--- config.mk ---
export PLATFORM = sky130hd
export DESIGN_NAME = sleep_clock_gating_regs
export DESIGN_NICKNAME = d
export VERILOG_FILES = /design/src/logic/gating_pkg.sv /design/src/logic/reg_access_if.sv /design/src/logic/sleep_clock_gating_regs.sv /design/src/logic/axil_slave_port.sv /design/src/logic/unit_clock_select.sv
export SDC_FILE = /design/constraint.sdc
export NUM_CORES = 1
export LEC_CHECK = 0
export BUFFER_PORTS_ARGS = -buffer_cell sky130_fd_sc_hd__buf_2
export CAP_MARGIN = 20
export CORE_MARGIN = 3
export CORE_UTILIZATION = 48
export DETAILED_ROUTE_END_ITERATION = 10
export GPL_ROUTABILITY_DRIVEN = 0
export PLACE_DENSITY = 0.78
export SETUP_SLACK_MARGIN = 0.15
export SYNTH_ARGS = -nofsm -noshare
export SYNTH_HDL_FRONTEND = slang
export SYNTH_SLANG_ARGS = --single-unit
--- constraint.sdc ---
create_clock -name CLK -period 2.33 [get_ports CLK]
set_input_delay 0.466 -clock CLK [delete_from_list [all_inputs] [get_ports CLK]]
set_output_delay 0.466 -clock CLK [all_outputs]
set_load 0.005 [all_outputs]
--- src/logic/gating_pkg.sv ---
// Constants and types shared by the low-power clock gating block
package gating_pkg;
    // Register map: system control base plus printed offsets
    localparam logic [31:0] CTRL_BASE        = 32'h400fe000;
    localparam logic [31:0] SLEEP_OFFSET     = 32'h00000110;
    localparam logic [31:0] DEEP_OFFSET      = 32'h00000120;
    localparam logic [31:0] SLEEP_ADDR       = CTRL_BASE + SLEEP_OFFSET;
    localparam logic [31:0] DEEP_ADDR        = CTRL_BASE + DEEP_OFFSET;
    // Field positions and masks
    localparam int          PWM_BIT          = 20;
    localparam int          WDT_BIT          = 3;
    localparam int          MARKER_BIT       = 6;
    localparam logic [31:0] WRITABLE_MASK    = 32'h00100008;
    localparam logic [31:0] RESERVED_MASK    = 32'hffefffb7;
    localparam logic [31:0] GATING_RESET     = 32'h00000040;
    // AXI response codes
    localparam logic [1:0]  RESP_OKAY        = 2'h0;
    localparam logic [1:0]  RESP_SLVERR      = 2'h2;
    // Gated units
    localparam int          UNIT_COUNT       = 2;
    localparam logic        UNIT_PWM         = 1'h0;
    localparam logic        UNIT_WDT         = 1'h1;
    // Power mode codes on the mode input
    localparam logic [1:0]  MODE_RUN         = 2'h0;
    localparam logic [1:0]  MODE_SLEEP       = 2'h1;
    localparam logic [1:0]  MODE_DEEP_SLEEP  = 2'h2;
    typedef enum logic [1:0] {
        SRC_RUN,
        SRC_SLEEP,
        SRC_DEEP
    } gate_source_t;
endpackage : gating_pkg

--- src/logic/reg_access_if.sv ---
// Register access carrier between bus slave and register file
`timescale 1ns/10ps
interface reg_access_if;
    logic        wr_valid;
    logic [31:0] wr_addr;
    logic [31:0] wr_data;
    logic [3:0]  wr_strb;
    logic        wr_err;
    logic        rd_valid;
    logic [31:0] rd_addr;
    logic [31:0] rd_data;
    logic        rd_err;
    modport initiator (output wr_valid, wr_addr, wr_data, wr_strb,
                       rd_valid, rd_addr,
                       input  wr_err, rd_data, rd_err);
    modport target    (input  wr_valid, wr_addr, wr_data, wr_strb,
                       rd_valid, rd_addr,
                       output wr_err, rd_data, rd_err);
endinterface : reg_access_if

--- src/logic/sleep_clock_gating_regs.sv ---
// Sleep and deep-sleep unit clock gating registers with AXI4-Lite access
//
// Decided for this implementation: the AXI4-Lite register port.
`timescale 1ns/10ps
module sleep_clock_gating_regs
    import gating_pkg::*;
(
    input  wire logic        CLK,
    input  wire logic        RESET_N,
    input  wire logic        AWVALID,
    output logic             AWREADY,
    input  wire logic [31:0] AWADDR,
    input  wire logic        WVALID,
    output logic             WREADY,
    input  wire logic [31:0] WDATA,
    input  wire logic [3:0]  WSTRB,
    output logic             BVALID,
    input  wire logic        BREADY,
    output logic [1:0]       BRESP,
    input  wire logic        ARVALID,
    output logic             ARREADY,
    input  wire logic [31:0] ARADDR,
    output logic             RVALID,
    input  wire logic        RREADY,
    output logic [31:0]      RDATA,
    output logic [1:0]       RRESP,
    input  wire logic [1:0]  POWER_MODE,
    input  wire logic        AUTO_GATING_SELECT,
    input  wire logic        RUN_PWM_ENABLE,
    input  wire logic        RUN_WDT_ENABLE,
    input  wire logic        UNIT_ACCESS_VALID,
    input  wire logic        UNIT_ACCESS_UNIT,
    output logic             UNIT_ACCESS_DONE,
    output logic             UNIT_ACCESS_FAULT,
    output logic             PWM_CLOCK_ENABLE,
    output logic             WDT_CLOCK_ENABLE
);
    typedef struct packed {
        logic [31:0] sleep_reg;
        logic [31:0] deep_reg;
        logic        pwm_en;
        logic        wdt_en;
        logic        access_done;
        logic        access_fault;
    } gate_state_t;

    gate_state_t           s;
    gate_state_t           next_s;
    reg_access_if          bus ();
    logic [31:0]           strb_mask;
    logic [31:0]           write_mask;
    logic                  wr_sleep;
    logic                  wr_deep;
    logic                  rd_sleep;
    logic                  rd_deep;
    logic [UNIT_COUNT-1:0] run_enable;
    logic [UNIT_COUNT-1:0] sleep_enable;
    logic [UNIT_COUNT-1:0] deep_enable;
    logic [UNIT_COUNT-1:0] unit_enable;
    logic                  target_on;

    axil_slave_port u_port (
        .clk     (CLK),
        .reset_n (RESET_N),
        .awvalid (AWVALID),
        .awready (AWREADY),
        .awaddr  (AWADDR),
        .wvalid  (WVALID),
        .wready  (WREADY),
        .wdata   (WDATA),
        .wstrb   (WSTRB),
        .bvalid  (BVALID),
        .bready  (BREADY),
        .bresp   (BRESP),
        .arvalid (ARVALID),
        .arready (ARREADY),
        .araddr  (ARADDR),
        .rvalid  (RVALID),
        .rready  (RREADY),
        .rdata   (RDATA),
        .rresp   (RRESP),
        .bus     (bus.initiator)
    );

    // Word decode; low address bits are ignored
    assign wr_sleep = bus.wr_valid && bus.wr_addr[31:2] == SLEEP_ADDR[31:2];
    assign wr_deep  = bus.wr_valid && bus.wr_addr[31:2] == DEEP_ADDR[31:2];
    assign rd_sleep = bus.rd_addr[31:2] == SLEEP_ADDR[31:2];
    assign rd_deep  = bus.rd_addr[31:2] == DEEP_ADDR[31:2];

    // Unmapped addresses answer SLVERR and read as zero
    assign bus.wr_err  = bus.wr_valid && !wr_sleep && !wr_deep;
    assign bus.rd_err  = !rd_sleep && !rd_deep;
    assign bus.rd_data = rd_sleep ? s.sleep_reg
                       : rd_deep  ? s.deep_reg
                       : 32'h00000000;

    // Byte lanes widen to a bit mask
    genvar b;
    generate
        for (b = 0; b < 4; b++)
        begin : g_lane
            assign strb_mask[8*b +: 8] = {8{bus.wr_strb[b]}};
        end
    endgenerate

    // Reserved bits never take write data
    assign write_mask = strb_mask & WRITABLE_MASK;

    assign run_enable   = {RUN_WDT_ENABLE, RUN_PWM_ENABLE};
    assign sleep_enable = {s.sleep_reg[WDT_BIT], s.sleep_reg[PWM_BIT]};
    assign deep_enable  = {s.deep_reg[WDT_BIT], s.deep_reg[PWM_BIT]};

    unit_clock_select u_select (
        .power_mode         (POWER_MODE),
        .auto_gating_select (AUTO_GATING_SELECT),
        .run_enable         (run_enable),
        .sleep_enable       (sleep_enable),
        .deep_enable        (deep_enable),
        .unit_enable        (unit_enable)
    );

    // Access check uses the clock the unit has right now
    assign target_on = (UNIT_ACCESS_UNIT == UNIT_WDT) ? s.wdt_en : s.pwm_en;

    // Register writes, enable selection and unit access answers
    always_comb
    begin
        next_s = s;
        if (wr_sleep)
        begin
            next_s.sleep_reg = (s.sleep_reg & ~write_mask)
                             | (bus.wr_data & write_mask);
            // Reset marker clears on first write, then reads zero
            next_s.sleep_reg[MARKER_BIT] = 1'b0;
        end
        if (wr_deep)
        begin
            next_s.deep_reg = (s.deep_reg & ~write_mask)
                            | (bus.wr_data & write_mask);
            next_s.deep_reg[MARKER_BIT] = 1'b0;
        end
        next_s.pwm_en       = unit_enable[UNIT_PWM];
        next_s.wdt_en       = unit_enable[UNIT_WDT];
        next_s.access_done  = UNIT_ACCESS_VALID && target_on;
        next_s.access_fault = UNIT_ACCESS_VALID && !target_on;
    end

    // Enables start cleared so units sit unclocked until the first edge after reset loads the selected enables
    always_ff @(posedge CLK or negedge RESET_N)
    begin
        if (!RESET_N)
        begin
            s           <= '0;
            s.sleep_reg <= GATING_RESET;
            s.deep_reg  <= GATING_RESET;
        end
        else
            s <= next_s;
    end

    assign PWM_CLOCK_ENABLE  = s.pwm_en;
    assign WDT_CLOCK_ENABLE  = s.wdt_en;
    assign UNIT_ACCESS_DONE  = s.access_done;
    assign UNIT_ACCESS_FAULT = s.access_fault;

    // Enable follows the sleep register once the mode has settled
    property p_sleep_pwm_on;
        @(posedge CLK) disable iff (!RESET_N)
        (POWER_MODE == MODE_SLEEP && AUTO_GATING_SELECT
         && s.sleep_reg[PWM_BIT])[*2] |-> PWM_CLOCK_ENABLE;
    endproperty
    a_sleep_pwm_on: assert property (p_sleep_pwm_on)
        else $error("PWM clock off while sleep enable set");

    // PWM access while its clock is off faults on the next cycle
    property p_gated_fault;
        @(posedge CLK) disable iff (!RESET_N)
        UNIT_ACCESS_VALID && UNIT_ACCESS_UNIT == UNIT_PWM && !s.pwm_en
        |=> UNIT_ACCESS_FAULT && !UNIT_ACCESS_DONE;
    endproperty
    a_gated_fault: assert property (p_gated_fault)
        else $error("Access to gated unit did not fault");

    // Deep sleep takes the deep register for the watchdog
    property p_deep_wdt_off;
        @(posedge CLK) disable iff (!RESET_N)
        (POWER_MODE == MODE_DEEP_SLEEP && AUTO_GATING_SELECT
         && !s.deep_reg[WDT_BIT])[*2] |-> !WDT_CLOCK_ENABLE;
    endproperty
    a_deep_wdt_off: assert property (p_deep_wdt_off)
        else $error("Watchdog clocked against deep-sleep register");

    // Without auto gating the run enable rules every mode
    property p_no_auto_run;
        @(posedge CLK) disable iff (!RESET_N)
        !AUTO_GATING_SELECT |=> PWM_CLOCK_ENABLE == $past(RUN_PWM_ENABLE)
                             && WDT_CLOCK_ENABLE == $past(RUN_WDT_ENABLE);
    endproperty
    a_no_auto_run: assert property (p_no_auto_run)
        else $error("Low-power register used without auto gating");

    // Lane-2 write to the sleep register lands in the PWM bit
    property p_pwm_bit_write;
        @(posedge CLK) disable iff (!RESET_N)
        wr_sleep && bus.wr_strb[2]
        |=> s.sleep_reg[PWM_BIT] == $past(bus.wr_data[PWM_BIT])
            && BVALID;
    endproperty
    a_pwm_bit_write: assert property (p_pwm_bit_write)
        else $error("PWM enable bit not written");

    // Watchdog bit of the deep register is writable
    property p_wdt_bit_write;
        @(posedge CLK) disable iff (!RESET_N)
        wr_deep && bus.wr_strb[0]
        |=> s.deep_reg[WDT_BIT] == $past(bus.wr_data[WDT_BIT]);
    endproperty
    a_wdt_bit_write: assert property (p_wdt_bit_write)
        else $error("Watchdog enable bit not written");

    // Reserved bits always read back as zero
    property p_reserved_zero;
        @(posedge CLK) disable iff (!RESET_N)
        RVALID |-> (RDATA & RESERVED_MASK) == 32'h00000000;
    endproperty
    a_reserved_zero: assert property (p_reserved_zero)
        else $error("Reserved bits read nonzero");

    // First edge after release shows the documented reset word
    property p_reset_word;
        @(posedge CLK) disable iff (!RESET_N)
        $rose(RESET_N) |-> s.sleep_reg == GATING_RESET
                        && s.deep_reg == GATING_RESET;
    endproperty
    a_reset_word: assert property (p_reset_word)
        else $error("Gating register reset word wrong");

    // Units start unclocked
    property p_reset_unclocked;
        @(posedge CLK) disable iff (!RESET_N)
        $rose(RESET_N) |-> !PWM_CLOCK_ENABLE && !WDT_CLOCK_ENABLE;
    endproperty
    a_reset_unclocked: assert property (p_reset_unclocked)
        else $error("Unit clocked straight out of reset");

    // Read of the sleep register answers OKAY with its content
    property p_sleep_read;
        @(posedge CLK) disable iff (!RESET_N)
        bus.rd_valid && rd_sleep
        |=> RVALID && RRESP == RESP_OKAY && RDATA == $past(s.sleep_reg);
    endproperty
    a_sleep_read: assert property (p_sleep_read)
        else $error("Sleep register read answer wrong");

    // A low-power write while running leaves run enables in charge
    property p_write_no_effect;
        @(posedge CLK) disable iff (!RESET_N)
        POWER_MODE == MODE_RUN && (wr_sleep || wr_deep)
        |=> PWM_CLOCK_ENABLE == $past(RUN_PWM_ENABLE);
    endproperty
    a_write_no_effect: assert property (p_write_no_effect)
        else $error("Low-power write changed clock in run mode");

    // Watchdog access faults while its clock is off
    property p_gated_wdt_fault;
        @(posedge CLK) disable iff (!RESET_N)
        UNIT_ACCESS_VALID && UNIT_ACCESS_UNIT == UNIT_WDT && !s.wdt_en
        |=> UNIT_ACCESS_FAULT && !UNIT_ACCESS_DONE;
    endproperty
    a_gated_wdt_fault: assert property (p_gated_wdt_fault)
        else $error("Access to gated watchdog did not fault");

    // A clocked unit completes the access normally
    property p_clocked_done;
        @(posedge CLK) disable iff (!RESET_N)
        UNIT_ACCESS_VALID && target_on
        |=> UNIT_ACCESS_DONE && !UNIT_ACCESS_FAULT;
    endproperty
    a_clocked_done: assert property (p_clocked_done)
        else $error("Access to clocked unit did not complete");

    // Sleep register gives the watchdog its clock
    property p_sleep_wdt_on;
        @(posedge CLK) disable iff (!RESET_N)
        (POWER_MODE == MODE_SLEEP && AUTO_GATING_SELECT
         && s.sleep_reg[WDT_BIT])[*2] |-> WDT_CLOCK_ENABLE;
    endproperty
    a_sleep_wdt_on: assert property (p_sleep_wdt_on)
        else $error("Watchdog clock off while sleep enable set");

    // Deep register gates the PWM off
    property p_deep_pwm_off;
        @(posedge CLK) disable iff (!RESET_N)
        (POWER_MODE == MODE_DEEP_SLEEP && AUTO_GATING_SELECT
         && !s.deep_reg[PWM_BIT])[*2] |-> !PWM_CLOCK_ENABLE;
    endproperty
    a_deep_pwm_off: assert property (p_deep_pwm_off)
        else $error("PWM clocked against deep-sleep register");

    // Run and the spare mode code both follow the run enables
    property p_run_mode_run;
        @(posedge CLK) disable iff (!RESET_N)
        POWER_MODE != MODE_SLEEP && POWER_MODE != MODE_DEEP_SLEEP
        |=> PWM_CLOCK_ENABLE == $past(RUN_PWM_ENABLE)
            && WDT_CLOCK_ENABLE == $past(RUN_WDT_ENABLE);
    endproperty
    a_run_mode_run: assert property (p_run_mode_run)
        else $error("Run enables not applied outside low power");

    // Marker bit is gone after any write to its register
    property p_marker_clear;
        @(posedge CLK) disable iff (!RESET_N)
        wr_sleep |=> !s.sleep_reg[MARKER_BIT];
    endproperty
    a_marker_clear: assert property (p_marker_clear)
        else $error("Reset marker survived a write");

    // Unmapped write leaves both registers and answers SLVERR
    property p_unmapped_write;
        @(posedge CLK) disable iff (!RESET_N)
        bus.wr_valid && !wr_sleep && !wr_deep
        |=> $stable(s.sleep_reg) && $stable(s.deep_reg)
            && BVALID && BRESP == RESP_SLVERR;
    endproperty
    a_unmapped_write: assert property (p_unmapped_write)
        else $error("Unmapped write not refused");
endmodule : sleep_clock_gating_regs

--- src/logic/axil_slave_port.sv ---
// AXI4-Lite slave front end feeding the register carrier
`timescale 1ns/10ps
module axil_slave_port
    import gating_pkg::*;
(
    input  wire logic        clk,
    input  wire logic        reset_n,
    input  wire logic        awvalid,
    output logic             awready,
    input  wire logic [31:0] awaddr,
    input  wire logic        wvalid,
    output logic             wready,
    input  wire logic [31:0] wdata,
    input  wire logic [3:0]  wstrb,
    output logic             bvalid,
    input  wire logic        bready,
    output logic [1:0]       bresp,
    input  wire logic        arvalid,
    output logic             arready,
    input  wire logic [31:0] araddr,
    output logic             rvalid,
    input  wire logic        rready,
    output logic [31:0]      rdata,
    output logic [1:0]       rresp,
    reg_access_if.initiator  bus
);
    typedef struct packed {
        logic        aw_held;
        logic [31:0] aw_addr;
        logic        w_held;
        logic [31:0] w_data;
        logic [3:0]  w_strb;
        logic        b_valid;
        logic [1:0]  b_resp;
        logic        ar_held;
        logic [31:0] ar_addr;
        logic        r_valid;
        logic [31:0] r_data;
        logic [1:0]  r_resp;
    } port_state_t;

    port_state_t s;
    port_state_t next_s;

    // Up to two writes (one awaiting its response) and one read in flight; response held until taken
    always_comb
    begin
        next_s = s;
        if (awvalid && !s.aw_held)
        begin
            next_s.aw_held = 1'b1;
            next_s.aw_addr = awaddr;
        end
        if (wvalid && !s.w_held)
        begin
            next_s.w_held = 1'b1;
            next_s.w_data = wdata;
            next_s.w_strb = wstrb;
        end
        if (s.b_valid && bready)
            next_s.b_valid = 1'b0;
        if (bus.wr_valid)
        begin
            next_s.aw_held = 1'b0;
            next_s.w_held  = 1'b0;
            next_s.b_valid = 1'b1;
            next_s.b_resp  = bus.wr_err ? RESP_SLVERR : RESP_OKAY;
        end
        if (arvalid && !s.ar_held && !s.r_valid)
        begin
            next_s.ar_held = 1'b1;
            next_s.ar_addr = araddr;
        end
        if (s.r_valid && rready)
            next_s.r_valid = 1'b0;
        if (bus.rd_valid)
        begin
            next_s.ar_held = 1'b0;
            next_s.r_valid = 1'b1;
            next_s.r_data  = bus.rd_data;
            next_s.r_resp  = bus.rd_err ? RESP_SLVERR : RESP_OKAY;
        end
    end

    always_ff @(posedge clk or negedge reset_n)
    begin
        if (!reset_n)
            s <= '0;
        else
            s <= next_s;
    end

    // Ready flags are plain state, so no path runs valid to ready
    assign awready      = !s.aw_held;
    assign wready       = !s.w_held;
    assign arready      = !s.ar_held && !s.r_valid;
    assign bvalid       = s.b_valid;
    assign bresp        = s.b_resp;
    assign rvalid       = s.r_valid;
    assign rdata        = s.r_data;
    assign rresp        = s.r_resp;
    assign bus.wr_valid = s.aw_held && s.w_held && !s.b_valid;
    assign bus.wr_addr  = s.aw_addr;
    assign bus.wr_data  = s.w_data;
    assign bus.wr_strb  = s.w_strb;
    assign bus.rd_valid = s.ar_held && !s.r_valid;
    assign bus.rd_addr  = s.ar_addr;
endmodule : axil_slave_port

--- src/logic/unit_clock_select.sv ---
// Picks each unit's clock enable from the run enable or from the low-power register of the power mode
`timescale 1ns/10ps
module unit_clock_select
    import gating_pkg::*;
(
    input  wire logic [1:0]            power_mode,
    input  wire logic                  auto_gating_select,
    input  wire logic [UNIT_COUNT-1:0] run_enable,
    input  wire logic [UNIT_COUNT-1:0] sleep_enable,
    input  wire logic [UNIT_COUNT-1:0] deep_enable,
    output logic      [UNIT_COUNT-1:0] unit_enable
);
    gate_source_t source;

    // Low-power registers only count when auto gating is selected
    always_comb
    begin
        source = SRC_RUN;
        if (auto_gating_select && power_mode == MODE_SLEEP)
            source = SRC_SLEEP;
        else if (auto_gating_select && power_mode == MODE_DEEP_SLEEP)
            source = SRC_DEEP;
    end

    genvar u;
    generate
        for (u = 0; u < UNIT_COUNT; u++)
        begin : g_unit
            assign unit_enable[u] = (source == SRC_SLEEP) ? sleep_enable[u]
                                  : (source == SRC_DEEP)  ? deep_enable[u]
                                  : run_enable[u];
        end
    endgenerate
endmodule : unit_clock_select

==> summary.md, run 1 <==
| Metric | Value |
|---|---|
| Overflow after GRT | `0` |
| Worst-path clk slew | `0.08 ns` |
| Layout cell share with drive strength beyond 1 | `between 50% and 60%` |
| Post-layout nets | `481` |
| Layout fillers | `627` |
| Design area | `4410 sq um` |
| Post-synth EDFFs | `0` |
| Post-route setup TNS | `0 ns` |
| Initial DRC Count | `63` |
| Worst skew pair latency | `roughly 0.35 ns` |
| Syn. warnings | `0` |
| Mux cell area share after synthesis | `20.1%` |
| Routed Antenna Nets | `0` |
| Clk buf depth | `2` |
| Crit. End Element | `register` |
| Starting Density | `between 50% and 60%` |
| Adder-Cell Fraction of Synth Area | `0%` |
| Max Used Layer | `met4` |
| Average cell area after synthesis | `between 10 and 15 sq um` |
| Die Span Y | `approximately 94 um` |
| Root Buffer | `clkbuf_8` |
| Sequential share of the synthesized area | `56.2%` |
| Synth Area in XOR/XNOR | `0%` |
| Wire length on met2 | `3.54 mm` |
| Primary FF master, synth | `dfrtp_1` |
| Synth Area in Compound Gates | `4.38%` |
| Req. time, crit path | `2.55 ns` |
| Hold WS | `0.0834 ns` |
| Status | `completed` |
| Post-CTS resize count | `0` |
| Area contributors post-synth | `dfrtp_1 (55%), mux2_2 (19%), buf_4 (7.2%), dfstp_2 (1.4%), nor4b_4 (1.3%)` |
| Worst-Margin Slew | `0.513 ns` |
| Number of buffers added for setup after CTS | `0` |
| Die Area | `8900 sq um` |
| Io pins | `159` |
| Number of synthesized register bits | `84` |
| Top cell type's share of synthesized area | `54.8%` |
| Via count | `around 2300` |
| Drc violations | `0` |
| Global-route wire length before repair | `roughly 11 mm` |
| Core area | `around 7400 sq um` |
| # hold bufs at CTS | `0` |
| IO buf count | `91` |
| Gate count of the mapped netlist | `275` |
| Max cap viols | `0` |
| Worst Skew | `0.0142 ns` |
| FMAX | `556 MHz` |
| DRT Wirelength | `6.83 mm` |
| CTS Buf Count | `9` |
| Final Max Tran Viols | `0` |
| DR WL/cell | `14.5 um` |
| # clock sinks | `84` |
| Tot Pwr | `~5000 uW` |
| M1 WL | `2.75 mm` |
| Static leakage | `approximately 0.0021 uW` |
| Antenna violations before repair | `0` |
| Placed cell areas | `4180 sq um` |
| Cell Area, Synth | `around 3700 sq um` |
| Simple-gate share of the synthesized area | `10.4%` |
| Vias in the first global route | `2422` |
| HP Class | `primary input to asynchronous set/reset pin` |
| Site row count | `31` |
| Largest net degree at the start of global routing | `47` |
| Number of detailed-route iterations in the first pass | `4` |
| Arr. time, crit path | `2.02 ns` |
| Area leader, netlist | `dfrtp_1` |
| PwrDens | `1120 nW/um^2` |
| Peak VDD IR | `601 uV` |
| DR vias/cell | `4.90` |
| Ant diodes | `0` |
| Count of final setup violators | `0` |
| Unrepaired setup endpoints after global routing | `false` |
| Worst Setup Path Type | `register to register` |
| Rel. slew slack | `65.8%` |
| Largest family of logic cells by synthesized area | `multiplexers` |
| Final hold vios | `0` |
| CTS tree | `done` |
| Synth unique cells | `39` |
| H-tree depth | `3` |
| Critical path peak fanout | `7` |
| Die extent in x | `94.3 um` |
| Layout area overhead | `17.7%` |
| Startpoint Class | `register` |
| Post-synth ARST share | `between 90% and 100%` |
| Routed met3 length | `429 um` |
| Period utilisation layout | `77.1%` |
| Min Tclk post-route | `1.80 ns` |
| Gr usage total | `16.4%` |
| Post-DP HPWL | `5.10 mm` |
| Util after Layout | `roughly three fifths` |
-- kinds of logic after synthesis --
logic type,after synthesis
muxes,67
AOI/OAI and AO/OA,23
other,1
buffers and inverters,50
DFF,84
and+or+nand+nor,50
-- path summary, 6_finish.rpt --
kind / from / endpoint / slack [ns] / cells after the start
worst max-delay path: u_port.bus.wr_addr[3] / register / 0.53 / 4
worst min-delay path: RESET_N / u_port.bus.wr_addr[30] / 0.08 / 1
worst max register to register: u_port.bus.wr_addr[3] / register / 0.53 / 4
worst min register to register: s[42] / s[42] / 0.48 / 1
max in group asynchronous: RESET_N / s[42] / 1.57 / 2
min in group CLK: RREADY / u_port.rvalid / 0.29 / 2
-- Yosys cell counts, types with 3 or more instances --
cell type	n
a21oi_1	3
a22oi_1	3
buf_2	6
buf_4	36
dfrtp_1	82
inv_1	6
mux2_1	4
mux2_2	62
nand2_1	8
nand2b_1	4
nor2_1	8
nor2b_1	5
nor4_1	7
o22ai_1	4
o31ai_1	3
-- cells in the final DEF, fill, tap and decap left out, drive strengths merged, types with 2 or more instances in the layout --
cell / netlist / final
buf: 42 / 95
dfrtp: 82 / 82
mux2: 66 / 66
conb: 1 / 31
clkbuf: 2 / 11
nor4: 9 / 9
nor2: 8 / 8
nand2: 8 / 8
inv: 6 / 7
nor2b: 5 / 5
nor4b: 5 / 5
o22ai: 4 / 4
nand2b: 4 / 4
a21oi: 3 / 3
a22oi: 3 / 3
o31ai: 3 / 3
nand4: 3 / 3
o31a: 3 / 3
and2: 2 / 2
o22a: 2 / 2
a21o: 2 / 2
o21ai: 2 / 2
bufinv: 0 / 2
dfstp: 2 / 2
-- flip-flops by register name, summed over array words and instances (netlist names), named ones only --
register and flops:
PWM_CLOCK_ENABLE 1, UNIT_ACCESS_DONE 1, UNIT_ACCESS_FAULT 1, WDT_CLOCK_ENABLE 1, s 2, u_port.bresp 1
u_port.bus.rd_addr 30, u_port.bus.wr_addr 30, u_port.bus.wr_data 2, u_port.bus.wr_strb 2, u_port.bvalid 1, u_port.rdata 3
u_port.rresp 1, u_port.rvalid 1, u_port.s 3
-- metrics by stage --
stage | instances | worst slack, ns
5_1_grt | 471 | 0.374
6_report | 471 | 0.532
2_1_floorplan | 305 | 0.720
4_1_cts | 471 | 0.499
3_5_place_dp | 455 | 0.529
3_3_place_gp | 455 | 0.582
-- metal layers --
metal,vias to the layer above,global-route usage [%]
li1,1098,-
met1,1123,20.5
met2,78,27.5
met3,10,3.35
met4,0,7.22
met5,-,0
-- cell type report --
cell class                      instances  area [sq um]  area share (%)
Clock inverter                          5          81.3            1.84
Sequential cell                        84          2100            47.7
Clock buffer                           11           151            3.43
Multi-Input combinational cell        171          1430            32.3
Timing Repair Buffer                   95           500            11.3
Inverter                                6          22.5           0.511
Tap cell                               99           124            2.81
-- report_power, final --
part	leakage, uW	switching [uW]	total, uW	internal, uW
Sequential	0.000999	395	2470	2080
Clock	0.000116	512	1180	664
Combinational	0.000955	520	1310	789
Total	0.00207	1430	4960	3530
-- critical path, stage by stage (launching register included) --
cell     delay [ns]
dfrtp_1        0.39
nor4_2         0.39
nand4_4        0.21
nor4_1         0.34
mux2_1         0.35
No activity file was read; power rests on OpenSTA's default activity.
==> run 2, diff against run 1 <==
==> constraint.sdc (replaced) <==
create_clock -name CLK -period 1.7 [get_ports CLK]
set_input_delay 0.34 -clock CLK [delete_from_list [all_inputs] [get_ports CLK]]
set_output_delay 0.34 -clock CLK [all_outputs]
set_load 0.005 [all_outputs]
==> summary.md, run 2 (same netlist as run 1, synthesis figures left out) <==
| Metric | Value |
|---|---|
| Status | `finished, violations left` |
| Violated checks | `hold timing, setup timing` |
| Worst Skew | `between 0.01 and 0.015 ns` |
| Worst r2r src | `u_port.bus.wr_addr[22]` |
| Hold WS | `-0.00590 ns` |
| Global-route wire length before repair | `~11 mm` |
| Clk buf depth | `2` |
| Flop pwr share | `49.5%` |
| Post-layout nets | `487` |
| FMAX | `576 MHz` |
| Site row count | `31` |
| DRT Wirelength | `6.76 mm` |
| P_int | `between 4000 and 5000 uW` |
| Largest net degree at the start of global routing | `85` |
| Req. time, crit path | `1.93 ns` |
| H-tree depth | `3` |
| Core area | `7410 sq um` |
| NetSw | `between 2000 and 2500 uW` |
| Design area | `4570 sq um` |
| Layout area overhead | `22.1%` |
| Worst R2R Setup Slack | `-0.04 ns` |
| Die extent in x | `between 90 and 100 um` |
| Cell at the slowest stage of the critical path | `dfrtp_1` |
| Most common cell after layout, fill and taps aside | `buf_2` |
| Critical path's top delay family | `simple AND/OR/NAND/NOR gates` |
| Peak VDD IR | `740 uV` |
| Startpoint Class | `register` |
| Max cap viols | `0` |
| DR vias/cell | `4.90` |
| Period utilisation layout | `102%` |
| Vias in the first global route | `around 2300` |
| Gr usage total | `15.8%` |
| CTS Buf Count | `9` |
| Count of final setup violators | `4` |
| Tot Pwr | `6920 uW` |
| CP Buf/Inv Count | `0` |
| Worst-path clk slew | `about 0.09 ns` |
| Static leakage | `0.00214 uW` |
| Die Area | `8900 sq um` |
| DR WL/cell | `14.2 um` |
| Final Max Tran Viols | `0` |
| Arr. time, crit path | `around 2.0 ns` |
| CTS tree | `done` |
| Worst skew pair latency | `0.34 ns` |
| Drc violations | `0` |
| Crit. End Element | `register` |
| Min Tclk post-route | `1.74 ns` |
| Worst Setup SP | `u_port.bus.wr_addr[22]` |
| IO buf count | `91` |
| HP Class | `primary input to asynchronous set/reset pin` |
| Critical path peak fanout | `6` |
| Layout fillers | `618` |
| Antenna violations before repair | `1` |
| Final hold vios | `1` |
| Worst Setup Slack, final | `-0.0369 ns` |
| Util after Layout | `61.7%` |
| Starting Density | `50.6%` |
| Most frequent cells in the layout | `buf_2 (90), dfrtp_1 (82), mux2_2 (62)` |
| Switching share of power | `29.5%` |
| PwrDens | `approximately 1500 nW/um^2` |
| Max incr delay on CP | `~0.42 ns` |
| Initial DRC Count | `139` |
| # clock sinks | `84` |
| Overflow after GRT | `0` |
| Ant diodes | `0` |
| Cell breakdown of the critical path | `nor4b_4 > nand4_4 > nor4_4 > mux2_4` |
| Post-DP HPWL | `4.99 mm` |
| Layout cell share with drive strength beyond 1 | `53.4%` |
| Reg2reg path depth | `4` |
| Unrepaired setup endpoints after global routing | `true` |
| Die Span Y | `94.3 um` |
| Combinational share of power | `27.7%` |
| Clock power share | `22.8%` |
| Worst Setup Path Type | `register to register` |
| Root Buffer | `clkbuf_8` |
| Io pins | `159` |
| Placed cell areas | `4240 sq um` |
| Number of detailed-route iterations in the first pass | `4` |
| Via count | `2337` |
| Routed Antenna Nets | `0` |
==> run 2: cell type report <==
cell class	instances	area (sq um)	area share (%)
clock inverters	5	85.1	1.86
flip-flops and latches	84	2100	46.0
well taps	99	124	2.71
clock buffers	11	141	3.09
inverters	6	22.5	0.492
repair buffers	101	562	12.3
multi-input cells	171	1540	33.6
==> run 2: what timing repair did <==
action                                 in CTS  in global routing
resized for setup                           2                 10
setup endpoints to repair                   7                 11
hold buffers                                0                  0
cloned                                      0                  0
pin swaps                                   4                 12
endpoints found under the hold margin       0                  0
setup buffers                               2                  3
==> run 2: through the flow <==
stage / cells / setup slack, ns / hold WS (ns) / TNS [ns]
6_report: 477 / -0.0369 / -0.00590 / -0.120
5_1_grt: 477 / -0.134 / 0.0359 / -0.496
4_1_cts: 474 / -0.0112 / 0.0224 / -0.0173
3_5_place_dp: 456 / -0.0342 / 0.407 / -0.0567
3_3_place_gp: 456 / 0.0243 / 0.400 / 0
2_1_floorplan: 305 / 0.130 / 0.0444 / 0
==> run 2: how the worst max path moves through the flow <==
stage / end / slack [ns] / cells past startpoint
after floorplan: register / 0.13 / 4
after global placement: register / 0.02 / 4
after detailed placement: register / -0.03 / 4
after CTS: register / -0.01 / 4
after global routing: register / -0.13 / 4
final: register / -0.04 / 4
==> run 2: metal layers <==
metal | vias to the layer above | track usage, % | routed length, um
li1 | 1102 | - | -
met3 | 8 | 4.54 | 460
met5 | - | 0 | 7
met4 | 2 | 6.50 | 80
met1 | 1151 | 19.8 | 2800
met2 | 74 | 25.7 | 3420
==> run 2: power groups by stage <==
stage                     sequential [uW]  clock (uW)  combinational [uW]
after global routing                 3540        1720                2100
after global placement               3410           0                1800
after floorplan                      3310           0                1500
final                                3420        1580                1920
after detailed placement             3470           0                1870
after CTS                            3430        1620                1910
